### config.mk
export PLATFORM = sky130hd
export DESIGN_NAME = fwsr_host
export DESIGN_NICKNAME = d
export VERILOG_FILES = /design/src/design/fwsr_pkg.sv /design/src/design/fwsr_cyc_if.sv /design/src/design/fwsr_host.sv /design/src/design/fwsr_bus_cycle.sv
export SDC_FILE = /design/constraint.sdc
export NUM_CORES = 1
export LEC_CHECK = 0
export CORE_UTILIZATION = 68
export CTS_CLUSTER_DIAMETER = 150
export DETAILED_ROUTE_END_ITERATION = 7
export DONT_BUFFER_PORTS = 1
export PLACE_DENSITY_LB_ADDON = 0.15
export SLEW_MARGIN = 25
export SYNTH_ARGS = -nofsm -noshare
export SYNTH_HDL_FRONTEND = slang
export SYNTH_SLANG_ARGS = --single-unit
### constraint.sdc
create_clock -name core_clk -period 8.25 [get_ports core_clk]
set_input_delay 0.4125 -clock core_clk [delete_from_list [all_inputs] [get_ports core_clk]]
set_output_delay 0.4125 -clock core_clk [all_outputs]
set_load 0.005 [all_outputs]
### src/design/fwsr_pkg.sv
// Shared constants and types for the flash write-status polling controller.
package fwsr_pkg;
	// --------------------------------------------------------------
	// Timing
	// --------------------------------------------------------------
	localparam int CLK_NS = 10;
	localparam int T_ACC_NS = 60;
	localparam int T_WP_NS = 35;
	localparam int ACC_CYC = (T_ACC_NS + CLK_NS - 1) / CLK_NS;
	localparam int WP_CYC = (T_WP_NS + CLK_NS - 1) / CLK_NS;
	localparam int SYNC_CYC = 2;
	localparam int RD_CYC = ACC_CYC + SYNC_CYC;
	localparam logic [3:0] RD_LAST = 4'(RD_CYC - 1);
	localparam logic [3:0] WP_LAST = 4'(WP_CYC - 1);

	// --------------------------------------------------------------
	// Software register map
	// --------------------------------------------------------------
	localparam logic [7:0] REG_CTRL = 8'h00;
	localparam logic [7:0] REG_ADDR = 8'h04;
	localparam logic [7:0] REG_DATA = 8'h08;
	localparam logic [7:0] REG_STAT = 8'h0c;
	localparam int CTRL_OP_LSB = 0;
	localparam int CTRL_GO_BIT = 3;
	localparam int CTRL_HOLD_BIT = 4;
	localparam int STAT_BUSY_BIT = 0;
	localparam int STAT_DONE_BIT = 1;
	localparam int STAT_FAIL_BIT = 2;
	localparam int STAT_READY_BIT = 3;
	localparam int STAT_HOLD_BIT = 4;
	localparam logic [21:0] ADDR_RST = 22'h000000;
	localparam logic [15:0] DATA_RST = 16'h0000;

	// --------------------------------------------------------------
	// Status lane positions and command words
	// --------------------------------------------------------------
	localparam int TOGGLE_BIT_ONE_POS = 6;
	localparam int TIMEOUT_EXCEEDED_POS = 5;
	localparam logic [21:0] UNLOCK_A1 = 22'h000555;
	localparam logic [21:0] UNLOCK_A2 = 22'h0002aa;
	localparam logic [15:0] UNLOCK_D1 = 16'h00aa;
	localparam logic [15:0] UNLOCK_D2 = 16'h0055;
	localparam logic [15:0] CMD_PROGRAM = 16'h00a0;
	localparam logic [15:0] CMD_ERASE_SETUP = 16'h0080;
	localparam logic [15:0] CMD_SECTOR_ERASE = 16'h0030;
	localparam logic [15:0] CMD_RESET = 16'h00f0;

	typedef enum logic [1:0] {
		OP_READ,
		OP_PROGRAM,
		OP_ERASE,
		OP_RESET
	} fwsr_op_t;
endpackage : fwsr_pkg

### src/design/fwsr_cyc_if.sv
// One-bus-cycle request channel between the sequencer and the pin engine.
`timescale 1ns/1ps
`default_nettype none
interface fwsr_cyc_if;
	logic req;
	logic wr;
	logic [21:0] addr;
	logic [15:0] wdata;
	logic done;
	logic [15:0] rdata;
	modport ctl (output req, output wr, output addr, output wdata, input done, input rdata);
	modport eng (input req, input wr, input addr, input wdata, output done, output rdata);
endinterface : fwsr_cyc_if
`default_nettype wire

### src/design/fwsr_host.sv
// Host controller that issues program and erase commands and polls their status.
//
// What the document requires of the host and of the device
// Device inverts written polling bit while programming.
// Host reads status at the programmed address.
// Protected program: polling active about 1 us; the model ends it after PROT_READS (3) status reads.
// Erase reads polling 0, then 1.
// Host reads erase status inside selected sector.
// All-protected erase: status about 3 ms; the model gives status for only PROT_READS (3) reads.
// Partly protected erase skips protected sectors.
// Status valid from final write strobe edge.
// Array data only from a later read.
// Ready/busy low while erasing or programming.
// Timeout flag set keeps ready/busy low.
// Toggle bit one inverts each read while busy.
// Toggle bit one valid from final strobe.
// Toggle stops in suspend, resumes for programming.
// Protected program toggles about 1 us; the model stops toggling after PROT_READS (3) status reads.
// Toggle bit two flags erase-selected sectors.
// Two reads; unchanged toggle means complete.
// Toggling with timeout: recheck, failure issues reset.
// Resumed monitoring restarts from two reads.
// Device sets timeout flag past pulse limit.
// Programming one over zero ends in timeout.
// After timeout failure host writes reset command.
// Suspended-sector reads give status bits.
//
// The register addresses and the address-and-strobe port are this design's own decisions.
`timescale 1ns/1ps
`default_nettype none
module fwsr_host (
	input wire logic core_clk, // System clock, 100 MHz.
	input wire logic rst, // Asynchronous reset, active high.
	input wire logic [7:0] sw_addr, // Register byte address.
	input wire logic [31:0] sw_wdata, // Register write data.
	input wire logic sw_wr, // Register write strobe.
	input wire logic sw_rd, // Register read strobe.
	output logic [31:0] sw_rdata, // Register read data, one cycle after the strobe.
	output logic [21:0] flash_addr, // Flash address pins.
	output logic [15:0] flash_dq_o, // Flash data, driven value.
	output logic flash_dq_oe, // Flash data, output enable.
	input wire logic [15:0] flash_dq_i, // Flash data, sensed value.
	output logic flash_ce_n, // Flash chip enable.
	output logic flash_oe_n, // Flash output enable.
	output logic flash_we_n, // Flash write enable.
	input wire logic ready_busy_n // Flash ready/busy line, low while busy.
);
	import fwsr_pkg::*;

	typedef enum logic [3:0] {
		ST_IDLE, ST_CMD, ST_POLL_A, ST_POLL_B, ST_RECHK_A, ST_RECHK_B, ST_FETCH, ST_RESET, ST_PAUSE
	} fwsr_st_t;
	fwsr_cyc_if cyc ();
	fwsr_op_t op_r;
	logic [3:0] st_r;
	logic [2:0] step_r;
	logic req_r;
	logic tog_r;
	logic hold_r;
	logic done_r;
	logic fail_r;
	logic [21:0] op_addr_r;
	logic [15:0] data_r;
	logic rb_s1_r;
	logic rb_s2_r;
	logic [38:0] step_w;
	logic cur_tog;
	logic same_tog;
	logic start;

	// --------------------------------------------------------------
	// Command sequences
	// --------------------------------------------------------------
	// Returns {last, address, data} of one write step of a command.
	function automatic logic [38:0] fwsr_step(input fwsr_op_t op, input logic [2:0] idx,
		input logic [21:0] pa, input logic [15:0] pd);
		logic [38:0] s;
		s = {1'b1, ADDR_RST, CMD_RESET};
		if (op == OP_PROGRAM) begin
			case (idx)
				3'h0: s = {1'b0, UNLOCK_A1, UNLOCK_D1};
				3'h1: s = {1'b0, UNLOCK_A2, UNLOCK_D2};
				3'h2: s = {1'b0, UNLOCK_A1, CMD_PROGRAM};
				default: s = {1'b1, pa, pd};
			endcase
		end else if (op == OP_ERASE) begin
			case (idx)
				3'h0, 3'h3: s = {1'b0, UNLOCK_A1, UNLOCK_D1};
				3'h1, 3'h4: s = {1'b0, UNLOCK_A2, UNLOCK_D2};
				3'h2: s = {1'b0, UNLOCK_A1, CMD_ERASE_SETUP};
				default: s = {1'b1, pa, CMD_SECTOR_ERASE};
			endcase
		end
		return s;
	endfunction : fwsr_step

	assign step_w = fwsr_step(op_r, step_r, op_addr_r, data_r);
	assign cur_tog = cyc.rdata[TOGGLE_BIT_ONE_POS];
	assign same_tog = (cur_tog == tog_r);
	assign start = sw_wr && (sw_addr == REG_CTRL) && sw_wdata[CTRL_GO_BIT] && (st_r == 4'(ST_IDLE));

	// Polls and fetches use the operation's own address. // see // see
	assign cyc.req = req_r;
	assign cyc.wr = (st_r == 4'(ST_CMD)) || (st_r == 4'(ST_RESET));
	assign cyc.addr = (st_r == 4'(ST_CMD)) ? step_w[37:16] :
		(st_r == 4'(ST_RESET)) ? ADDR_RST : op_addr_r;
	assign cyc.wdata = (st_r == 4'(ST_CMD)) ? step_w[15:0] : CMD_RESET;

	fwsr_bus_cycle u_cycle (
		.core_clk(core_clk),
		.rst(rst),
		.cyc(cyc),
		.flash_addr(flash_addr),
		.flash_dq_o(flash_dq_o),
		.flash_dq_oe(flash_dq_oe),
		.flash_dq_i(flash_dq_i),
		.flash_ce_n(flash_ce_n),
		.flash_oe_n(flash_oe_n),
		.flash_we_n(flash_we_n)
	);

	// --------------------------------------------------------------
	// Sequencer
	// --------------------------------------------------------------
	always_ff @(posedge core_clk or posedge rst) begin
		if (rst) begin
			st_r <= 4'(ST_IDLE);
			step_r <= 3'h0;
			req_r <= 1'b0;
			tog_r <= 1'b0;
		end else begin
			req_r <= 1'b0;
			case (st_r)
				4'(ST_IDLE): begin
					step_r <= 3'h0;
					if (start) begin
						req_r <= 1'b1;
						st_r <= (fwsr_op_t'(sw_wdata[CTRL_OP_LSB +: 2]) == OP_READ) ?
							4'(ST_FETCH) : 4'(ST_CMD);
					end
				end
				4'(ST_CMD): begin
					if (cyc.done) begin
						step_r <= step_r + 3'h1;
						if (!step_w[38]) begin
							req_r <= 1'b1;
						end else if (op_r != OP_RESET) begin
							req_r <= 1'b1;
							st_r <= 4'(ST_POLL_A); // // see
						end else begin
							st_r <= 4'(ST_IDLE);
						end
					end
				end
				4'(ST_POLL_A), 4'(ST_RECHK_A): begin
					if (cyc.done) begin
						tog_r <= cur_tog;
						req_r <= 1'b1;
						st_r <= (st_r == 4'(ST_POLL_A)) ? 4'(ST_POLL_B) : 4'(ST_RECHK_B);
					end
				end
				4'(ST_POLL_B): begin
					if (cyc.done) begin
						if (same_tog) begin
							req_r <= 1'b1;
							st_r <= 4'(ST_FETCH); // // see
						end else if (cyc.rdata[TIMEOUT_EXCEEDED_POS]) begin
							req_r <= 1'b1;
							st_r <= 4'(ST_RECHK_A);
						end else if (hold_r) begin
							st_r <= 4'(ST_PAUSE);
						end else begin
							req_r <= 1'b1;
							st_r <= 4'(ST_POLL_A);
						end
					end
				end
				4'(ST_RECHK_B): begin
					if (cyc.done) begin
						req_r <= 1'b1;
						st_r <= same_tog ? 4'(ST_FETCH) : 4'(ST_RESET); // // see
					end
				end
				4'(ST_PAUSE): begin
					if (!hold_r) begin
						req_r <= 1'b1;
						st_r <= 4'(ST_POLL_A);
					end
				end
				4'(ST_FETCH), 4'(ST_RESET): begin
					if (cyc.done) begin
						st_r <= 4'(ST_IDLE);
					end
				end
				default: st_r <= 4'(ST_IDLE);
			endcase
		end
	end

	// --------------------------------------------------------------
	// Outcome flags and data
	// --------------------------------------------------------------
	always_ff @(posedge core_clk or posedge rst) begin
		if (rst) begin
			done_r <= 1'b0;
			fail_r <= 1'b0;
			op_r <= OP_READ;
			op_addr_r <= ADDR_RST;
			data_r <= DATA_RST;
		end else begin
			if (start) begin
				done_r <= 1'b0;
				fail_r <= 1'b0;
				op_r <= fwsr_op_t'(sw_wdata[CTRL_OP_LSB +: 2]);
			end
			if (sw_wr && (sw_addr == REG_ADDR) && (st_r == 4'(ST_IDLE))) begin
				op_addr_r <= sw_wdata[21:0];
			end
			if (sw_wr && (sw_addr == REG_DATA) && (st_r == 4'(ST_IDLE))) begin
				data_r <= sw_wdata[15:0];
			end
			if (cyc.done && (st_r == 4'(ST_FETCH))) begin
				data_r <= cyc.rdata;
				done_r <= 1'b1;
			end
			if (cyc.done && (st_r == 4'(ST_RESET))) begin
				fail_r <= 1'b1;
				done_r <= 1'b1;
			end
			if (cyc.done && (st_r == 4'(ST_CMD)) && step_w[38] && (op_r == OP_RESET)) begin
				done_r <= 1'b1;
			end
		end
	end

	// --------------------------------------------------------------
	// Software registers
	// --------------------------------------------------------------
	always_ff @(posedge core_clk or posedge rst) begin
		if (rst) begin
			hold_r <= 1'b0;
		end else if (sw_wr && (sw_addr == REG_CTRL)) begin
			hold_r <= sw_wdata[CTRL_HOLD_BIT];
		end
	end

	always_ff @(posedge core_clk or posedge rst) begin
		if (rst) begin
			rb_s1_r <= 1'b1;
			rb_s2_r <= 1'b1;
		end else begin
			rb_s1_r <= ready_busy_n;
			rb_s2_r <= rb_s1_r;
		end
	end

	always_ff @(posedge core_clk or posedge rst) begin
		if (rst) begin
			sw_rdata <= 32'h0000_0000;
		end else begin
			sw_rdata <= 32'h0000_0000;
			if (sw_rd) begin
				case (sw_addr)
					REG_CTRL: sw_rdata <= {27'h0, hold_r, 2'h0, 2'(op_r)};
					REG_ADDR: sw_rdata <= {10'h000, op_addr_r};
					REG_DATA: sw_rdata <= {16'h0000, data_r};
					REG_STAT: sw_rdata <= {27'h0, hold_r, rb_s2_r, fail_r, done_r,
						st_r != 4'(ST_IDLE)};
					default: sw_rdata <= 32'h0000_0000;
				endcase
			end
		end
	end
endmodule : fwsr_host
`default_nettype wire

### src/design/fwsr_bus_cycle.sv
// Pin engine: runs one asynchronous read or write cycle on the flash bus.
`timescale 1ns/1ps
`default_nettype none
module fwsr_bus_cycle (
	input wire logic core_clk, // System clock.
	input wire logic rst, // Asynchronous reset, active high.
	fwsr_cyc_if.eng cyc, // Cycle request channel.
	output logic [21:0] flash_addr, // Address pins.
	output logic [15:0] flash_dq_o, // Data pins, driven value.
	output logic flash_dq_oe, // Data pins, output enable.
	input wire logic [15:0] flash_dq_i, // Data pins, sensed value.
	output logic flash_ce_n, // Chip enable, active low.
	output logic flash_oe_n, // Output enable, active low.
	output logic flash_we_n // Write enable, active low.
);
	import fwsr_pkg::*;

	typedef enum logic [1:0] {C_IDLE, C_SETUP, C_STROBE, C_HOLD} fwsr_cst_t;
	fwsr_cst_t cst_r;
	logic wr_r;
	logic [3:0] cnt_r;
	logic [15:0] dq_s1_r;
	logic [15:0] dq_s2_r;

	// --------------------------------------------------------------
	// Input synchroniser
	// --------------------------------------------------------------
	always_ff @(posedge core_clk or posedge rst) begin
		if (rst) begin
			dq_s1_r <= DATA_RST;
			dq_s2_r <= DATA_RST;
		end else begin
			dq_s1_r <= flash_dq_i;
			dq_s2_r <= dq_s1_r;
		end
	end

	// --------------------------------------------------------------
	// Cycle sequencing
	// --------------------------------------------------------------
	// Read strobes stay low long enough for access time plus the synchroniser.
	always_ff @(posedge core_clk or posedge rst) begin
		if (rst) begin
			cst_r <= C_IDLE;
			cnt_r <= 4'h0;
			wr_r <= 1'b0;
			flash_addr <= ADDR_RST;
			flash_dq_o <= DATA_RST;
			cyc.rdata <= DATA_RST;
		end else begin
			case (cst_r)
				C_IDLE: begin
					if (cyc.req) begin
						wr_r <= cyc.wr;
						flash_addr <= cyc.addr;
						flash_dq_o <= cyc.wdata;
						cst_r <= C_SETUP;
					end
				end
				C_SETUP: begin
					cnt_r <= 4'h0;
					cst_r <= C_STROBE;
				end
				C_STROBE: begin
					cnt_r <= cnt_r + 4'h1;
					if (cnt_r == (wr_r ? WP_LAST : RD_LAST)) begin
						if (!wr_r) begin
							cyc.rdata <= dq_s2_r;
						end
						cst_r <= C_HOLD;
					end
				end
				C_HOLD: cst_r <= C_IDLE;
				default: cst_r <= C_IDLE;
			endcase
		end
	end

	assign cyc.done = (cst_r == C_HOLD);
	assign flash_ce_n = (cst_r == C_IDLE);
	assign flash_oe_n = !((cst_r == C_STROBE) && !wr_r);
	assign flash_we_n = !((cst_r == C_STROBE) && wr_r);
	assign flash_dq_oe = wr_r && (cst_r != C_IDLE);
endmodule : fwsr_bus_cycle
`default_nettype wire

=== Word level (Yosys, flattened, before mapping) ===
Index checks and enable logic that the tools add are counted.

* Memory bits (read-only): 0
* Bits in registers: 179
* Bits in latches: 0
* Memory bits (writable): 0
* Logic and storage cells: 149
* Memories kept: 0
* Bits of input ports: 61

* Reduce and logical (&&, ||, !) cells: 42
* $lt $le $gt $ge: 0
* Div/mod/pow operators: 0
* Eq/ne operators: 34
* Multiplexer cells: 49
* Shift operators: 0
* Bitwise logic cells: 1
* Add/sub/neg operators: 2
* Multiply operators: 0

{| class="wikitable"
|+ Operators by type and width
! cell !! number
|-
| 39-bit case mux with 3 select lines || 2
|-
| 22-bit case mux with 4 select lines || 1
|-
| 39-bit two-way mux || 2
|-
| 22-bit two-way mux || 3
|-
| 16-bit two-way mux || 3
|-
| 4-bit two-way mux || 11
|-
| 4-bit case mux with 7 select lines || 1
|-
| 2-bit inequality test, second input constant || 9
|-
| 4-bit by 3-bit equality test with 1-bit output, second input constant || 4
|-
| 8-bit by 4-bit equality test with 1-bit output, second input constant || 2
|-
| 1-bit logical AND || 15
|-
| 1-bit two-way mux || 15
|-
| 3-bit two-way mux || 4
|-
| 2-bit nonzero test || 5
|-
| 2-bit equality test, second input constant || 4
|-
| 4-bit by 2-bit equality test with 1-bit output, second input constant || 2
|-
| 8-bit by 3-bit equality test with 1-bit output, second input constant || 1
|-
| 8-bit zero test || 1
|-
| 2-bit case mux with 4 select lines || 1
|-
| 4-bit case mux with 2 select lines || 1
|-
| 2-bit AND reduction || 4
|-
| 8-bit AND reduction || 1
|-
| 4-bit nonzero test || 2
|-
| 2-bit OR reduction || 4
|-
| 22 further kinds || 30
|}

=== Longest topological paths before layout ===
* Depth after elaboration: 8
* Gate-level depth with buffers: 8
* Depth with buffers taken out: 7

=== By module ===
Synthesis repeated with hierarchy kept, for this count alone.

* Cell total of the unflattened synthesis: 603
* Area total of the unflattened synthesis: 7443.4 um^2

{| class="wikitable"
|+ By module, submodules not included
! module !! area an instance (um^2) !! times used !! cells an instance !! sequential area each (um^2)
|-
| fwsr_host || 4159.0 || 1 || 412 || 1904.3
|-
| fwsr_bus_cycle || 3284.4 || 1 || 191 || 2327.2
|}

=== Worst setup path after synthesis ===
No wires, ideal clock.

* Path kind: register -> register
* Start point: register step_r[0]
* End point: register st_r[0]
* Library setup time: 0.125 ns
* Slack: 6.346 ns
* Stages on the path, launching flop included: 8
* Arrival time: 1.780 ns
* Clock period less this slack: 1.904 ns
* Path buffers: 0
* Data required time: 8.125 ns
* Cell sequence: dfrtp_1 inv_1 ha_1 o21bai_1 a21oi_1 nor3_1 o221ai_1 mux2_2

* Word-level cells in the longest chain between the ends: 7
* Elaborated cells between the ends (all ways): 13
* Those cells by class: eq/ne: 5; mux: 4; reduce/logical: 4

{| class="wikitable"
|+ RTL lines
! what !! RTL line !! source
|-
| start: declaration || fwsr_host.sv:56 || <nowiki>logic [2:0] step_r;</nowiki>
|-
| start signal: assignment || fwsr_host.sv:144 || <nowiki>step_r <= step_r + 3'h1;</nowiki>
|-
| 3-bit by 1-bit equality test with 1-bit output, or another cell as far along || fwsr_host.sv:80, fwsr_host.sv:87 ||
|-
| 2-bit OR reduction || fwsr_host.sv:87 || <nowiki>case (idx)</nowiki>
|-
| 39-bit case mux with 3 select lines || fwsr_host.sv:87 ||
|-
| 39-bit two-way mux || fwsr_host.sv:86 || <nowiki>end else if (op == OP_ERASE) begin</nowiki>
|-
| 39-bit two-way mux (*) || fwsr_host.sv:79 || <nowiki>if (op == OP_PROGRAM) begin</nowiki>
|-
| 2-bit inequality test (no line) (*) || - ||
|-
| 8-bit AND reduction (no line) (*) || - ||
|-
| end signal: assignment || fwsr_host.sv:127 || <nowiki>st_r <= 4'(ST_IDLE);</nowiki>
|-
| end signal: assignment || fwsr_host.sv:138 || <nowiki>st_r <= (fwsr_op_t'(sw_wdata[CTRL_OP_LSB +: 2]) == OP_READ) ?</nowiki>
|-
| end signal: assignment || fwsr_host.sv:149 || <nowiki>st_r <= 4'(ST_POLL_A);</nowiki>
|-
| end: declaration || fwsr_host.sv:55 || <nowiki>logic [3:0] st_r;</nowiki>
|}

Every way passes the cells marked *; elsewhere a longest branch is shown, timed or not.
A chain may end at the register's enable or synchronous reset.

=== Worst setup path after layout ===
* Start point: register st_r[2]
* End point: register data_r[8]

* Word-level cells in the longest chain between the ends: 3
* Elaborated cells between the ends (all ways): 6
* Those cells by class: eq/ne: 1; mux: 1; reduce/logical: 4

{| class="wikitable"
|+ RTL lines
! what !! RTL line !! source
|-
| 4-bit by 3-bit equality test with 1-bit output / 4-bit zero test (equally long branches) || fwsr_host.sv:222, fwsr_host.sv:219 ||
|-
| 1-bit logical AND (on tied branches) || fwsr_host.sv:222, fwsr_host.sv:219 ||
|-
| 16-bit two-way mux / 2-bit nonzero test (equally long branches) || - ||
|-
| end signal: assignment || fwsr_host.sv:220 || <nowiki>data_r <= sw_wdata[15:0];</nowiki>
|-
| end signal: assignment || fwsr_host.sv:223 || <nowiki>data_r <= cyc.rdata;</nowiki>
|-
| end: declaration || fwsr_host.sv:63 || <nowiki>logic [15:0] data_r;</nowiki>
|}

Parallel ways exist; a longest one is shown, timed or not.

==> out/results.txt <==
register bit total from synthesis -> 169
arrival time worst endpoint -> 3.11 ns
Mean Syn Cell Area -> 12.5 um^2
hold_sp -> sw_wdata[0]
CTS tree -> yes
DP Wirelength -> 11100 um
fin area -> 0.00786 mm^2
largest net degree at the start of global routing -> 103
MaxCap Viol Count -> 0
die area -> 0.0108 mm^2
Final ANT Viol Nets -> 0
Startpoint Class -> register
Worst Path Required -> 8.71 ns
vias per std cell -> 6.52
CP Capture Type -> register
insertion delay to the later sink of the worst-skew pair -> 0.53 ns
Post-Syn Area -> 0.00706 mm^2
Pwr Density -> 280 mW/mm^2
Worst path max stage delay -> 0.84 ns
cell family with most CP delay -> simple AND/OR/NAND/NOR gates
Synth async-reset ratio -> 100%
Post-Synthesis Cells -> 566
Tightest Pin Transition -> 1.09 ns
ranking of synthesized cells by area -> dfrtp_1 (59%), mux2_2 (7.2%), mux2i_1 (2.7%), nor2_1 (2.6%), a22o_1 (2.5%)
yosys warns -> 0
slowest CP cell -> or3_1
Initial Utilization -> 71.3%
setup violators final -> 0
DP Cell Count -> 679
crit path kind -> register to register
list of most frequent post-synthesis cells -> dfrtp_1 (167), nor2_1 (48), mux2_2 (45)
root buffer cell -> clkbuf_8
Clock Sinks -> 169
reg2reg end -> data_r[8]$_DFFE_PP0P_
Overflow after GRT -> 0
Post-CTS Setup Bufs -> 0
cell with the most instances after synthesis -> dfrtp_1
max_slew headroom -> 27.2%
non-filler instance count after layout -> 728
crit-path cells -> nand2_1, or3_1, o41ai_4, buf_4, nor2_1, a21oi_2
clk buf depth -> 2
H-tree depth -> 4
Placer Congestion -> 0.914
Reg-to-Reg Start -> st_r[2]$_DFFE_PP0P_
CP Buf/Inv Count -> 1
Min-Delay Path Class -> input pin to register
CP Launch Point -> st_r[2]$_DFFE_PP0P_
FF-to-FF setup slack -> 5.60 ns
WHS -> 0.0293 ns
DRT iter0 DRCs -> 446
DRT Pass-1 Iters -> 5
Site Rows -> 36
Yosys top cell area share -> 59.2%
Final Skew -> 0.00959 ns
period utilization -> 32.2%
Ant. Diodes -> 0
Syn-to-layout area delta -> 11.2%
unrepaired setup endpoints after global routing -> no
WL final -> 16600 um
core footprint -> 0.00991 mm^2
Placement Cell Area -> 0.00710 mm^2
initial antenna violation count -> 0
path depth of the worst reg2reg path -> 6
CP Max Fanout -> 32
Max Clock Freq -> 377 MHz
CP Capture Point -> data_r[8]$_DFFE_PP0P_
Final Max Slew Viols -> 0
outcome -> finished clean
first-pass GRT wire length -> 27000 um
Static Leak -> 3.68 nW
Levels on crit path -> 6
post-cts sizing count -> 0
setup_tns -> 0 ns
die height -> 104 um
post-DR wirelength/cell -> 22.9 um
# port buffers -> 0
Post-synth EDFFs -> 0
Num CTS Buffers -> 17
Final Power -> 0.00220 W
fin crit period -> 2.65 ns
hold_buf cts -> 18
VDD IR-drop max -> 250 uV
Final Hold Fails -> 0
GRT Total Usage -> 33.2%
Primary FF master, synth -> dfrtp_1
share of layout cells above drive strength 1 -> 18.7%
Synth area leader -> dfrtp_1
I/O pins -> 135
Layout Nets -> 653
post-synth cell types -> 57
CTS clk-pin slew, worst paths -> 0.07 ns
DR vias -> 4747
sequential area share after synthesis -> 59.9%
Remaining DRCs -> 0
number of global-route vias before repair -> 4789
Die Wd -> 104 um
## metrics by stage
step	utilization, %	setup slack [ns]
6_report	79.3	5.60
5_1_grt	79.3	5.47
4_1_cts	79.2	5.47
3_5_place_dp	71.6	5.48
3_3_place_gp	71.5	5.60
2_1_floorplan	-	3.27
## layer usage
metal / share of wire (%) / GRT usage (%) / vias up
li1: - / - / 2039
met1: 40 / 44.3 / 2420
met2: 49 / 52.0 / 253
met3: 8.9 / 11.2 / 35
met4: 2.0 / 10.4 / 0
met5: 0 / 0 / -
## power by group
part | total, W | switching (W) | internal, W
Clock | 0.000781 | 0.000337 | 0.000444
Sequential | 0.00101 | 0.000104 | 0.000911
Combinational | 0.000408 | 0.000248 | 0.000160
## cells in the final DEF (no fill, tap or decap), drive strengths merged, types with 12 or more instances in the layout
master,count
dlygate4sd3,18
nand2,34
inv,20
a21oi,30
clkbuf,20
a22o,20
nor3,12
mux2,45
nor2,49
o21ai,21
mux2i,19
dfrtp,167
a22oi,13
## final cells by class
type                            count  area, um^2
Clock buffer                       20         435
Multi-Input combinational cell    356        2600
Clock inverter                     11         138
Inverter                           16        65.1
Timing Repair Buffer               23         221
Fill cell                         579        2050
Tap cell                          133         166
Sequential cell                   169        4230
## worst register-to-register path: cells and delay by family (launching register included)
kind	cells	cell delay (ns)
simple gates	3	1.21
flops	1	0.65
buf+inv	1	0.43
compound gates	2	0.29
## flip-flops by register name, indices dropped and copies added, names as in the netlist, 4 cells and up
signal and cells:
st_r 4, sw_rdata 22, u_cycle.dq_s2_r 16, op_addr_r 22, u_cycle.cyc.rdata 16, u_cycle.dq_s1_r 16, u_cycle.flash_dq_o 16, u_cycle.flash_addr 22
data_r 16, u_cycle.cnt_r 4
## how the worst min path moves through the flow
stage                     slack (ns)                            end  cells past startpoint
final                           0.03            op_r[0]$_DFFE_PP0P_                      1
after global routing            0.01       op_addr_r[9]$_DFFE_PP0P_                      1
after CTS                       0.02            op_r[0]$_DFFE_PP0P_                      1
after detailed placement        0.34  u_cycle.dq_s2_r[13]$_DFF_PP0_                      0
after global placement          0.33  u_cycle.dq_s2_r[14]$_DFF_PP0_                      0
after floorplan                 0.33   u_cycle.dq_s2_r[0]$_DFF_PP0_                      0
## cells by family (layout without fill, tap and decap cells)
logic type / Yosys count / count (layout) / synth area share [%]
AO/OA/AOI/OAI: 126 / 126 / 13.5
XOR/XNOR: 4 / 4 / 0.496
adder cells (fa/ha/maj): 9 / 9 / 1.59
buffers and inverters: 50 / 70 / 3.99
flip-flops: 169 / 169 / 59.9
multiplexers: 66 / 66 / 10.5
other: 1 / 10 / 0.0531
AND/OR/NAND/NOR: 141 / 141 / 9.98
(Power assumes the default switching activity.)
